### src/verilog/gha_pkg.sv
package gha_pkg;

  // ----------------------------------------------------------------
  // Register offsets
  // ----------------------------------------------------------------
  localparam logic [2:0] OFF_MODE = 3'h4;
  localparam logic [2:0] OFF_STAT = 3'h4;
  localparam logic [2:0] OFF_AUX = 3'h5;
  localparam logic [2:0] OFF_ADDR = 3'h6;

  // ----------------------------------------------------------------
  // Field positions and values
  // ----------------------------------------------------------------
  localparam int ADDR_SEL_BIT = 7;
  localparam logic [1:0] ADM_NONE = 2'h0;
  localparam logic [1:0] ADM_DUAL = 2'h1;
  localparam logic [1:0] ADM_EXT_SINGLE = 2'h2;
  localparam logic [1:0] ADM_EXT_DUAL = 2'h3;
  localparam logic [1:0] TRM_EOI_PULSE = 2'h0;
  localparam logic [1:0] TRM_CIC_PULSE = 2'h1;
  localparam logic [1:0] TRM_CIC_EOI = 2'h2;
  localparam logic [1:0] TRM_CIC_PULLUP = 2'h3;
  localparam logic [7:0] MODE_RST = 8'h00;
  localparam logic [6:0] ADDR_RST = 7'h00;
  localparam logic [7:0] RD_IDLE = 8'h00;

  // ----------------------------------------------------------------
  // Auxiliary port selectors
  // ----------------------------------------------------------------
  localparam logic [2:0] SEL_POLL = 3'h3;
  localparam logic [2:0] SEL_AUXA = 3'h4;
  localparam logic [2:0] SEL_AUXB = 3'h5;
  localparam logic [3:0] SEL_AUXE = 4'hC;
  localparam logic [3:0] SEL_AUXF = 4'hD;
  localparam logic [3:0] SEL_AUXG = 4'h4;
  localparam logic [3:0] SEL_AUXI = 4'hE;
  localparam logic [3:0] SEL_CLKDIV = 4'h2;

  // ----------------------------------------------------------------
  // Bus command bytes
  // ----------------------------------------------------------------
  localparam logic [7:0] TALK_BASE = 8'h40;
  localparam logic [7:0] LISTEN_BASE = 8'h20;
  localparam logic [7:0] CMD_UNT = 8'h5F;
  localparam logic [7:0] CMD_UNL = 8'h3F;
  localparam logic [1:0] GRP_TALK = 2'h2;
  localparam logic [1:0] GRP_SEC = 2'h3;

  // ----------------------------------------------------------------
  // Types
  // ----------------------------------------------------------------
  typedef struct packed {
    logic dt;
    logic dl;
    logic [4:0] ad;
  } gha_addr_t;

  typedef struct packed {
    logic ton;
    logic lon;
    logic [1:0] trm;
    logic [1:0] zero;
    logic [1:0] adm;
  } gha_mode_t;

  typedef struct packed {
    logic [4:0] pollResp;
    logic [4:0] auxA;
    logic [4:0] auxB;
    logic [3:0] auxE;
    logic [3:0] auxF;
    logic [3:0] auxG;
    logic [3:0] auxI;
    logic [3:0] clkDiv;
  } gha_hidden_t;

  typedef struct packed {
    logic tacs;
    logic spas;
    logic cids;
    logic cads;
    logic csbs;
    logic cshs;
    logic ppas;
    logic dtas;
  } gha_ifstate_t;

  typedef enum logic [1:0] {EX_IDLE, EX_WAIT, EX_HOST} gha_ext_t;

endpackage : gha_pkg

### src/verilog/gha_hidden_regs.sv
`timescale 1ns/1ps

module gha_hidden_regs
  import gha_pkg::*;
#(
  parameter int ADDR_W = 3
)(
  input wire logic sys_clk,
  input wire logic rst,
  input wire logic clkEn,
  input wire logic [ADDR_W-1:0] regAddr,
  input wire logic [7:0] regWrData,
  input wire logic regWr,
  input wire logic regRd,
  output logic [7:0] regRdData,
  input wire gha_ifstate_t ifState,
  input wire logic triggerCmd,
  input wire logic localUntalk,
  input wire logic localUnlisten,
  input wire logic busCmdValid,
  input wire logic [7:0] busCmdByte,
  input wire logic hostSecAccept,
  input wire logic hostSecReject,
  output gha_addr_t primaryAddr,
  output gha_addr_t secondaryAddr,
  output gha_hidden_t hiddenRegs,
  output gha_mode_t modeReg,
  output logic talkAddressed,
  output logic listenAddressed,
  output logic secWaiting,
  output logic transceiverCtrlPinA,
  output logic transceiverCtrlPinB
);

  if (ADDR_W < 3) $error("gha_hidden_regs: ADDR_W must be at least 3");

  // ----------------------------------------------------------------
  // Register port decode
  // ----------------------------------------------------------------
  wire logic wrEn = regWr && clkEn;
  wire logic [2:0] offs = regAddr[2:0];
  wire logic hiZero = (ADDR_W == 3) ? 1'b1 : (regAddr >> 3) == '0;
  wire logic wrAddr = wrEn && hiZero && offs == OFF_ADDR;
  wire logic wrAux = wrEn && hiZero && offs == OFF_AUX;
  wire logic wrMode = wrEn && hiZero && offs == OFF_MODE;
  wire logic wrAddr0 = wrAddr && !regWrData[ADDR_SEL_BIT];
  wire logic wrAddr1 = wrAddr && regWrData[ADDR_SEL_BIT];
  wire logic [2:0] sel3 = regWrData[7:5];
  wire logic [3:0] sel4 = regWrData[7:4];
  // Any other pattern at the aux offset is a command, not a store
  wire logic wrPoll = wrAux && sel3 == SEL_POLL;
  wire logic wrAuxA = wrAux && sel3 == SEL_AUXA;
  wire logic wrAuxB = wrAux && sel3 == SEL_AUXB;
  wire logic wrAuxE = wrAux && sel4 == SEL_AUXE;
  wire logic wrAuxF = wrAux && sel4 == SEL_AUXF;
  wire logic wrAuxG = wrAux && sel4 == SEL_AUXG;
  wire logic wrAuxI = wrAux && sel4 == SEL_AUXI;
  wire logic wrClk = wrAux && sel4 == SEL_CLKDIV;

  // ----------------------------------------------------------------
  // Hidden storage
  // ----------------------------------------------------------------
  gha_addr_t addr0_r;
  gha_addr_t addr1_r;
  gha_hidden_t hid_r;
  gha_mode_t mode_r;

  // Write-only: nothing here feeds the read mux
  always_ff @(posedge sys_clk or posedge rst)
  begin
    if (rst)
    begin
      addr0_r <= ADDR_RST;
      addr1_r <= ADDR_RST;
    end
    else
    begin
      if (wrAddr0) addr0_r <= regWrData[6:0];
      if (wrAddr1) addr1_r <= regWrData[6:0];
    end
  end

  always_ff @(posedge sys_clk or posedge rst)
  begin
    if (rst)
      hid_r <= '0;
    else
    begin
      if (wrPoll) hid_r.pollResp <= regWrData[4:0];
      if (wrAuxA) hid_r.auxA <= regWrData[4:0];
      if (wrAuxB) hid_r.auxB <= regWrData[4:0];
      if (wrAuxE) hid_r.auxE <= regWrData[3:0];
      if (wrAuxF) hid_r.auxF <= regWrData[3:0];
      if (wrAuxG) hid_r.auxG <= regWrData[3:0];
      if (wrAuxI) hid_r.auxI <= regWrData[3:0];
      if (wrClk) hid_r.clkDiv <= regWrData[3:0];
    end
  end

  // Whole byte is cleared for determinism, though only trm must be
  always_ff @(posedge sys_clk or posedge rst)
  begin
    if (rst)
      mode_r <= MODE_RST;
    else if (wrMode)
      mode_r <= regWrData;
  end

  // ----------------------------------------------------------------
  // Address recognition
  // ----------------------------------------------------------------
  wire logic [7:0] talk0 = TALK_BASE + {3'h0, addr0_r.ad};
  wire logic [7:0] talk1 = TALK_BASE + {3'h0, addr1_r.ad};
  wire logic [7:0] lstn0 = LISTEN_BASE + {3'h0, addr0_r.ad};
  wire logic [7:0] lstn1 = LISTEN_BASE + {3'h0, addr1_r.ad};
  wire logic [7:0] cmd = {1'b0, busCmdByte[6:0]};
  wire logic cmdOn = busCmdValid && clkEn;
  wire logic isSec = cmd[6:5] == GRP_SEC;
  wire logic isTalk = cmd[6:5] == GRP_TALK && cmd != CMD_UNT;
  wire logic hitT0 = !addr0_r.dt && cmd == talk0;
  wire logic hitT1 = !addr1_r.dt && cmd == talk1;
  wire logic hitL0 = !addr0_r.dl && cmd == lstn0;
  wire logic hitL1 = !addr1_r.dl && cmd == lstn1;
  // Dual and extended-dual compare both slots, extended-single only the first
  wire logic useBoth = mode_r.adm[0];
  wire logic hitT = hitT0 || (useBoth && hitT1);
  wire logic hitL = hitL0 || (useBoth && hitL1);
  wire logic secHit = isSec && cmd[4:0] == addr1_r.ad;

  gha_ext_t ext_r;
  gha_ext_t ext_nxt;
  logic pendT_r;
  logic pendT_nxt;
  logic pendL_r;
  logic pendL_nxt;
  logic talk_r;
  logic talk_nxt;
  logic listen_r;
  logic listen_nxt;
  logic setT;
  logic setL;

  always_comb
  begin
    ext_nxt = ext_r;
    pendT_nxt = pendT_r;
    pendL_nxt = pendL_r;
    setT = 1'b0;
    setL = 1'b0;
    if (cmdOn)
    begin
      unique case (mode_r.adm)
        ADM_NONE:
          ext_nxt = EX_IDLE;
        ADM_DUAL:
        begin
          setT = hitT;
          setL = hitL;
        end
        ADM_EXT_SINGLE, ADM_EXT_DUAL:
        begin
          if (ext_r == EX_WAIT && isSec)
          begin
            if (mode_r.adm == ADM_EXT_DUAL)
              ext_nxt = EX_HOST;
            else
            begin
              setT = pendT_r && secHit;
              setL = pendL_r && secHit;
              ext_nxt = EX_IDLE;
            end
          end
          else if (!isSec && (hitT || hitL))
          begin
            pendT_nxt = hitT;
            pendL_nxt = hitL;
            ext_nxt = EX_WAIT;
          end
          else if (!isSec && ext_r != EX_HOST)
            ext_nxt = EX_IDLE;
        end
      endcase
    end
    if (ext_r == EX_HOST && clkEn && mode_r.adm != ADM_NONE)
    begin
      if (hostSecAccept)
      begin
        setT = setT || pendT_r;
        setL = setL || pendL_r;
        ext_nxt = EX_IDLE;
      end
      else if (hostSecReject)
        ext_nxt = EX_IDLE;
    end
  end

  // Set wins over every clear so a same-cycle address is never lost
  wire logic tonWr = wrMode && regWrData[7];
  wire logic lonWr = wrMode && regWrData[6];
  wire logic untB = cmdOn && (cmd == CMD_UNT || (isTalk && !setT));
  wire logic unlB = cmdOn && cmd == CMD_UNL;

  always_comb
  begin
    talk_nxt = talk_r;
    listen_nxt = listen_r;
    if (untB || (localUntalk && clkEn))
      talk_nxt = 1'b0;
    if (unlB || (localUnlisten && clkEn))
      listen_nxt = 1'b0;
    if (setT || tonWr)
      talk_nxt = 1'b1;
    if (setL || lonWr)
      listen_nxt = 1'b1;
  end

  always_ff @(posedge sys_clk or posedge rst)
  begin
    if (rst)
    begin
      ext_r <= EX_IDLE;
      pendT_r <= 1'b0;
      pendL_r <= 1'b0;
      talk_r <= 1'b0;
      listen_r <= 1'b0;
    end
    else if (clkEn)
    begin
      ext_r <= ext_nxt;
      pendT_r <= pendT_nxt;
      pendL_r <= pendL_nxt;
      talk_r <= talk_nxt;
      listen_r <= listen_nxt;
    end
  end

  // ----------------------------------------------------------------
  // Transceiver control
  // ----------------------------------------------------------------
  logic dtasPrev_r;
  logic trigger_r;
  wire logic cic = ifState.cids || ifState.cads;
  wire logic end_line_output_enable = ifState.tacs || ifState.spas
                     || (cic && !(ifState.csbs || ifState.cshs));
  wire logic pullEn = cic || !ifState.ppas;
  wire logic dtasRise = ifState.dtas && !dtasPrev_r;

  always_ff @(posedge sys_clk or posedge rst)
  begin
    if (rst)
    begin
      dtasPrev_r <= 1'b0;
      trigger_r <= 1'b0;
    end
    else if (clkEn)
    begin
      dtasPrev_r <= ifState.dtas;
      trigger_r <= dtasRise || triggerCmd;
    end
  end

  // Pin A follows the interface state directly, and so does pin B in modes 2 and 3; in the pulse modes pin B is the registered trigger_r
  assign transceiverCtrlPinA = (mode_r.trm == TRM_EOI_PULSE) ? end_line_output_enable : cic;
  assign transceiverCtrlPinB = (mode_r.trm == TRM_CIC_PULLUP) ? pullEn
                             : (mode_r.trm == TRM_CIC_EOI) ? end_line_output_enable : trigger_r;

  // ----------------------------------------------------------------
  // Status readback
  // ----------------------------------------------------------------
  logic [7:0] rd_r;
  wire logic rdStat = regRd && hiZero && offs == OFF_STAT;
  wire logic [7:0] statByte = {cic, 3'h0, ext_r == EX_HOST,
                               ext_r == EX_WAIT, talk_r, listen_r};

  always_ff @(posedge sys_clk or posedge rst)
  begin
    if (rst)
      rd_r <= RD_IDLE;
    else if (clkEn)
      rd_r <= rdStat ? statByte : RD_IDLE;
  end

  assign regRdData = rd_r;
  assign primaryAddr = addr0_r;
  assign secondaryAddr = addr1_r;
  assign hiddenRegs = hid_r;
  assign modeReg = mode_r;
  assign talkAddressed = talk_r;
  assign listenAddressed = listen_r;
  assign secWaiting = ext_r == EX_HOST;

  // ----------------------------------------------------------------
  // Assertions
  // ----------------------------------------------------------------
  property p_addr0Load;
    @(posedge sys_clk) disable iff (rst)
      wrAddr0 |=> addr0_r == $past(regWrData[6:0]) && $stable(addr1_r);
  endproperty
  a_addr0Load: assert property (p_addr0Load) else $error("first address not loaded");

  property p_addr1Load;
    @(posedge sys_clk) disable iff (rst)
      wrAddr && regWrData[7] |=> addr1_r.ad == $past(regWrData[4:0])
                                 && addr1_r.dt == $past(regWrData[6]);
  endproperty
  a_addr1Load: assert property (p_addr1Load) else $error("second address not loaded");

  property p_pollKeep;
    @(posedge sys_clk) disable iff (rst)
      wrAux && sel3 != SEL_POLL |=> $stable(hid_r.pollResp);
  endproperty
  a_pollKeep: assert property (p_pollKeep) else $error("parallel poll changed");

  property p_auxG;
    @(posedge sys_clk) disable iff (rst)
      wrAux && regWrData[7:4] == 4'h4 |=> hid_r.auxG == $past(regWrData[3:0]);
  endproperty
  a_auxG: assert property (p_auxG) else $error("aux G not stored");

  property p_noAddr;
    @(posedge sys_clk) disable iff (rst)
      clkEn && mode_r.adm == ADM_NONE && !talk_r && !listen_r && !wrMode
        |=> !talk_r && !listen_r;
  endproperty
  a_noAddr: assert property (p_noAddr) else $error("addressed in no-address mode");

  property p_dual;
    @(posedge sys_clk) disable iff (rst)
      cmdOn && mode_r.adm == ADM_DUAL && !addr1_r.dt
        && busCmdByte[6:0] == talk1[6:0] |=> talk_r;
  endproperty
  a_dual: assert property (p_dual) else $error("second address ignored");

  property p_lon;
    @(posedge sys_clk) disable iff (rst)
      wrMode && regWrData == 8'h70 |=> listen_r && mode_r.lon;
  endproperty
  a_lon: assert property (p_lon) else $error("listen only failed");

  property p_lut;
    @(posedge sys_clk) disable iff (rst)
      clkEn && localUntalk && !setT && !tonWr |=> !talk_r;
  endproperty
  a_lut: assert property (p_lut) else $error("local untalk ignored");

  property p_pinA;
    @(posedge sys_clk) disable iff (rst)
      mode_r.trm != TRM_EOI_PULSE |-> transceiverCtrlPinA == (ifState.cids || ifState.cads);
  endproperty
  a_pinA: assert property (p_pinA) else $error("pin A not controller flag");

  property p_pullUp;
    @(posedge sys_clk) disable iff (rst)
      mode_r.trm == TRM_CIC_PULLUP |-> transceiverCtrlPinB == (cic || !ifState.ppas);
  endproperty
  a_pullUp: assert property (p_pullUp) else $error("pull-up enable wrong");

  property p_trigger;
    @(posedge sys_clk) disable iff (rst)
      clkEn && ifState.dtas && !dtasPrev_r |=> trigger_r;
  endproperty
  a_trigger: assert property (p_trigger) else $error("trigger pulse missing");

  c_dual: cover property (@(posedge sys_clk) disable iff (rst)
    mode_r.adm == ADM_DUAL && cmdOn ##1 talk_r);
  c_extSingle: cover property (@(posedge sys_clk) disable iff (rst)
    ext_r == EX_WAIT ##1 talk_r);
  c_extHost: cover property (@(posedge sys_clk) disable iff (rst)
    ext_r == EX_HOST ##[1:4] ext_r == EX_IDLE);
  c_ton: cover property (@(posedge sys_clk) disable iff (rst) tonWr ##1 talk_r);

endmodule : gha_hidden_regs

### config.mk
export PLATFORM = sky130hd
export DESIGN_NAME = gha_hidden_regs
export DESIGN_NICKNAME = d
export VERILOG_FILES = /design/src/verilog/gha_pkg.sv /design/src/verilog/gha_hidden_regs.sv
export SDC_FILE = /design/constraint.sdc
export NUM_CORES = 1
export LEC_CHECK = 0
export BUFFER_PORTS_ARGS = -buffer_cell sky130_fd_sc_hd__buf_2
export CORE_MARGIN = 3
export CORE_UTILIZATION = 56
export CTS_BUF_LIST = sky130_fd_sc_hd__clkbuf_4 sky130_fd_sc_hd__clkbuf_8
export DETAILED_ROUTE_END_ITERATION = 8
export GPL_ROUTABILITY_DRIVEN = 0
export PLACE_DENSITY = 0.95
export SYNTH_ARGS = -nofsm -noshare
export SYNTH_HDL_FRONTEND = slang
export SYNTH_SLANG_ARGS = --single-unit
### constraint.sdc
create_clock -name sys_clk -period 5.3 [get_ports sys_clk]
set_input_delay 0.795 -clock sys_clk [delete_from_list [all_inputs] [get_ports sys_clk]]
set_output_delay 0.795 -clock sys_clk [all_outputs]
set_load 0.05 [all_outputs]
==> out/metrics.cfg <==
[status]
outcome=finished clean

[placement]
dpl.hpwl_um=5395
portBuffers=103
placed_area_um2=3700

[worst_hold_path]
hp-start=hiddenRegs[34]$_DFFE_PP0P_
whs_path_depth=1
hp-class=reg2reg
holdPathEnd=hiddenRegs[34]$_DFFE_PP0P_

[clocking]
cts.sinks=70
h-tree-depth=3
ctsHoldBuffers=0
cts_tree=yes
cts_made_buffers=9
postCtsSetupRepairBufs=0
worstSkewPairLatency_ns=0.34
clockBufferDepth=2
path_clk_slew_ns=0.07
cts_resized=0
cts_root_buf=clkbuf_8

[final_layout]
n_fill_cell=393
post-route-util_pct=74.43
area_growth_pct=24.55
n_antenna_cell=0
stdcell_area_um2=3923
final-seq-area_um2=1752
multi_input_area_um2=1292
final_nets=395
drive_above_1_share_pct=50.28

[timing]
rsz0062_at_grt=no
clock_skew_ns=0.008222
relSlewSlack_pct=43.19
period_needed_ns=2.764
maxSlewViolCount=0
tns_ns=0
finalSetupViolations=0
fmax_ghz=0.3618
period_share_pct=52.15
worst_pin_slew_ns=0.8521
hold_viol_final=0

[worst_setup_path]
crit_top_cell=buf_2
crit_buf_inv=2
crit_path_cell_trace=buf_2 > nor2_1 > nor3_1 > nor4_1 > a31oi_1 > mux2_2 > buf_2
reg2reg_from=modeReg[1]$_DFFE_PP0P_
slowest_delay_ns=0.27
cp-startpoint=ifState[4]
worst-path-max-fanout=4
start_kind=input port
worstPathArrival_ns=1.97
crit_required_ns=4.51
cpLargestDelayFamily=simple AND/OR/NAND/NOR gates
slowest_stage=mux2_2
reg2reg_depth=6
r2r_end=listenAddressed$_DFFE_PP0P_
path_class=in2out
end_kind=primary output
ff2ff_setup_slack_ns=3.45

[synthesis]
synth-seq-cells=70
ys_async_sr_fraction_pct=100.0
synthCells=254
syn_area_um2=3149
synth_ff_type=dfrtp_1
synth-seq-area-share_pct=55.62
yosys_warnings=0
synth_edf_count=0
avgSynthCellArea_um2=12.40
ys_types=39

[power]
netSwitchingFraction_pct=36.10
seqPwrFrac_pct=41.1
power_density_nw_per_um2=400.9
p_sw_w=0.0005677
peakVddDrop_mv=0.2632
p_comb_share_pct=28.3
power.internal_w=0.001005
leakagePower_nw=2.068
clockPowerShare_pct=30.7

[grt]
grt_max_degree=71
grt_pass1_wl_um=11700
antenna_found_initial=0
grt_usage_pct=24.00
grt-ovfl-total=0
grt_pass1_vias=2433

[route]
drc=0
wl_per_cell_um=17.22
drt_iter0_drc=205
via_per_inst=5.646
vias=2439
antenna_left=0
firstDrtPassIters=4
drt-total-wl_um=7437

[job]
max_cap_violations=0

[floorplanning]
core_um2=5270
die_y_um=80.99
die_w_um=80.99
die_area_um2=6559
fp-row-count=26
io-pin-count=108
initial_core_util_pct=59.76

power groups by stage:
stage / sequential (W) / clock [W] / combinational [W]
2_1_floorplan: 0.000834 / 0 / 0.000151
3_5_place_dp: 0.000654 / 0 / 0.000445
4_1_cts: 0.000645 / 0.000489 / 0.000447
6_report: 0.000646 / 0.000482 / 0.000445
5_1_grt: 0.000653 / 0.000515 / 0.000470
3_3_place_gp: 0.000650 / 0 / 0.000434
flip-flops by register name, indices dropped and copies added (netlist names):
signal           flops
regRdData            5
talkAddressed        1
dtasPrev_r           1
secondaryAddr        7
pendT_r              1
ext_r                2
primaryAddr          7
listenAddressed      1
hiddenRegs          35
trigger_r            1
pendL_r              1
modeReg              8
kinds of logic after synthesis:
group | Yosys count | share of synthesized area [%]
flops | 70 | 55.62
mux | 58 | 21.65
simple gates | 58 | 10.09
compound gates | 31 | 6.158
buf+inv | 26 | 3.575
xor+xnor | 10 | 2.781
other cells | 1 | 0.1191
cell usage after synthesis (2+ instances only):
master	instances	area share (%)
nor3b_1	2	0.48
nor3_1	7	1.1
or4_1	2	0.48
nand4_1	4	0.79
inv_1	11	1.3
buf_2	3	0.48
nand2b_1	2	0.40
nor2_1	12	1.4
nand3b_1	3	0.72
clkbuf_1	8	0.95
dfrtp_1	70	56
xor2_1	2	0.56
a22oi_1	2	0.48
o22ai_1	5	0.99
nand2_1	11	1.3
xnor2_1	8	2.2
mux2_4	8	3.8
nor2b_1	2	0.40
mux2_2	49	18
buf_4	3	0.72
a222oi_1	2	0.64
o21ai_0	13	2.1
a21oi_1	4	0.64
nand3_1	6	0.95
layout by cell type (no fill, tap or decap), types with 2 or more instances in the layout:
cell / count
inv_2: 2
nand3_1: 6
clkbuf_8: 10
nand2b_1: 2
bufinv_16: 2
a22oi_1: 2
nor2_1: 12
a222oi_1: 2
nand3b_1: 3
mux2_2: 49
nor3b_1: 2
dfrtp_1: 70
clkinv_2: 2
xor2_1: 2
o22ai_1: 5
xnor2_1: 8
clkbuf_4: 2
nand2_1: 11
or4_1: 2
conb_1: 3
buf_2: 103
nor3_1: 7
o21ai_0: 13
nor2b_1: 2
nand4_1: 4
mux2_4: 8
a21oi_1: 4
inv_1: 10
how the worst max path moves through the flow:
stage / end / slack, ns / cells past startpoint
detailed placement: transceiverCtrlPinB / 2.57 / 7
global route: transceiverCtrlPinB / 2.47 / 7
finish: transceiverCtrlPinB / 2.54 / 7
global placement: transceiverCtrlPinB / 2.61 / 7
floorplan: transceiverCtrlPinA / 2.60 / 4
CTS: transceiverCtrlPinB / 2.56 / 7
metal layers:
layer | up-vias | track usage [%] | routed length (µm)
li1 | 1109 | - | -
met3 | 14 | 7.539 | 579
met4 | 0 | 9.291 | 148
met2 | 107 | 38.92 | 3699
met5 | - | 0 | 0
met1 | 1209 | 30.11 | 3009
area by class of cell:
| cell class | instances | share of cell area (%) |
|---|---|---|
| Inverter | 12 | 1.148 |
| Timing Repair Buffer | 104 | 13.33 |
| Multi-Input combinational cell | 160 | 32.95 |
| Clock buffer | 12 | 3.892 |
| Clock inverter | 4 | 1.786 |
| Tap cell | 70 | 2.233 |
| Sequential cell | 70 | 44.66 |
through the flow:
stage          hold slack [ns]  cells  total power [W]  setup WS, ns
6_report                0.5017    432         0.001572         2.536
5_1_grt                 0.5245    432         0.001637         2.471
4_1_cts                 0.5061    432         0.001581         2.559
3_5_place_dp            0.4899    416         0.001099         2.567
3_3_place_gp            0.4840    416         0.001084         2.613
2_1_floorplan           0.4731    256        0.0009848         2.602
Power figures use the tool's default switching activity.
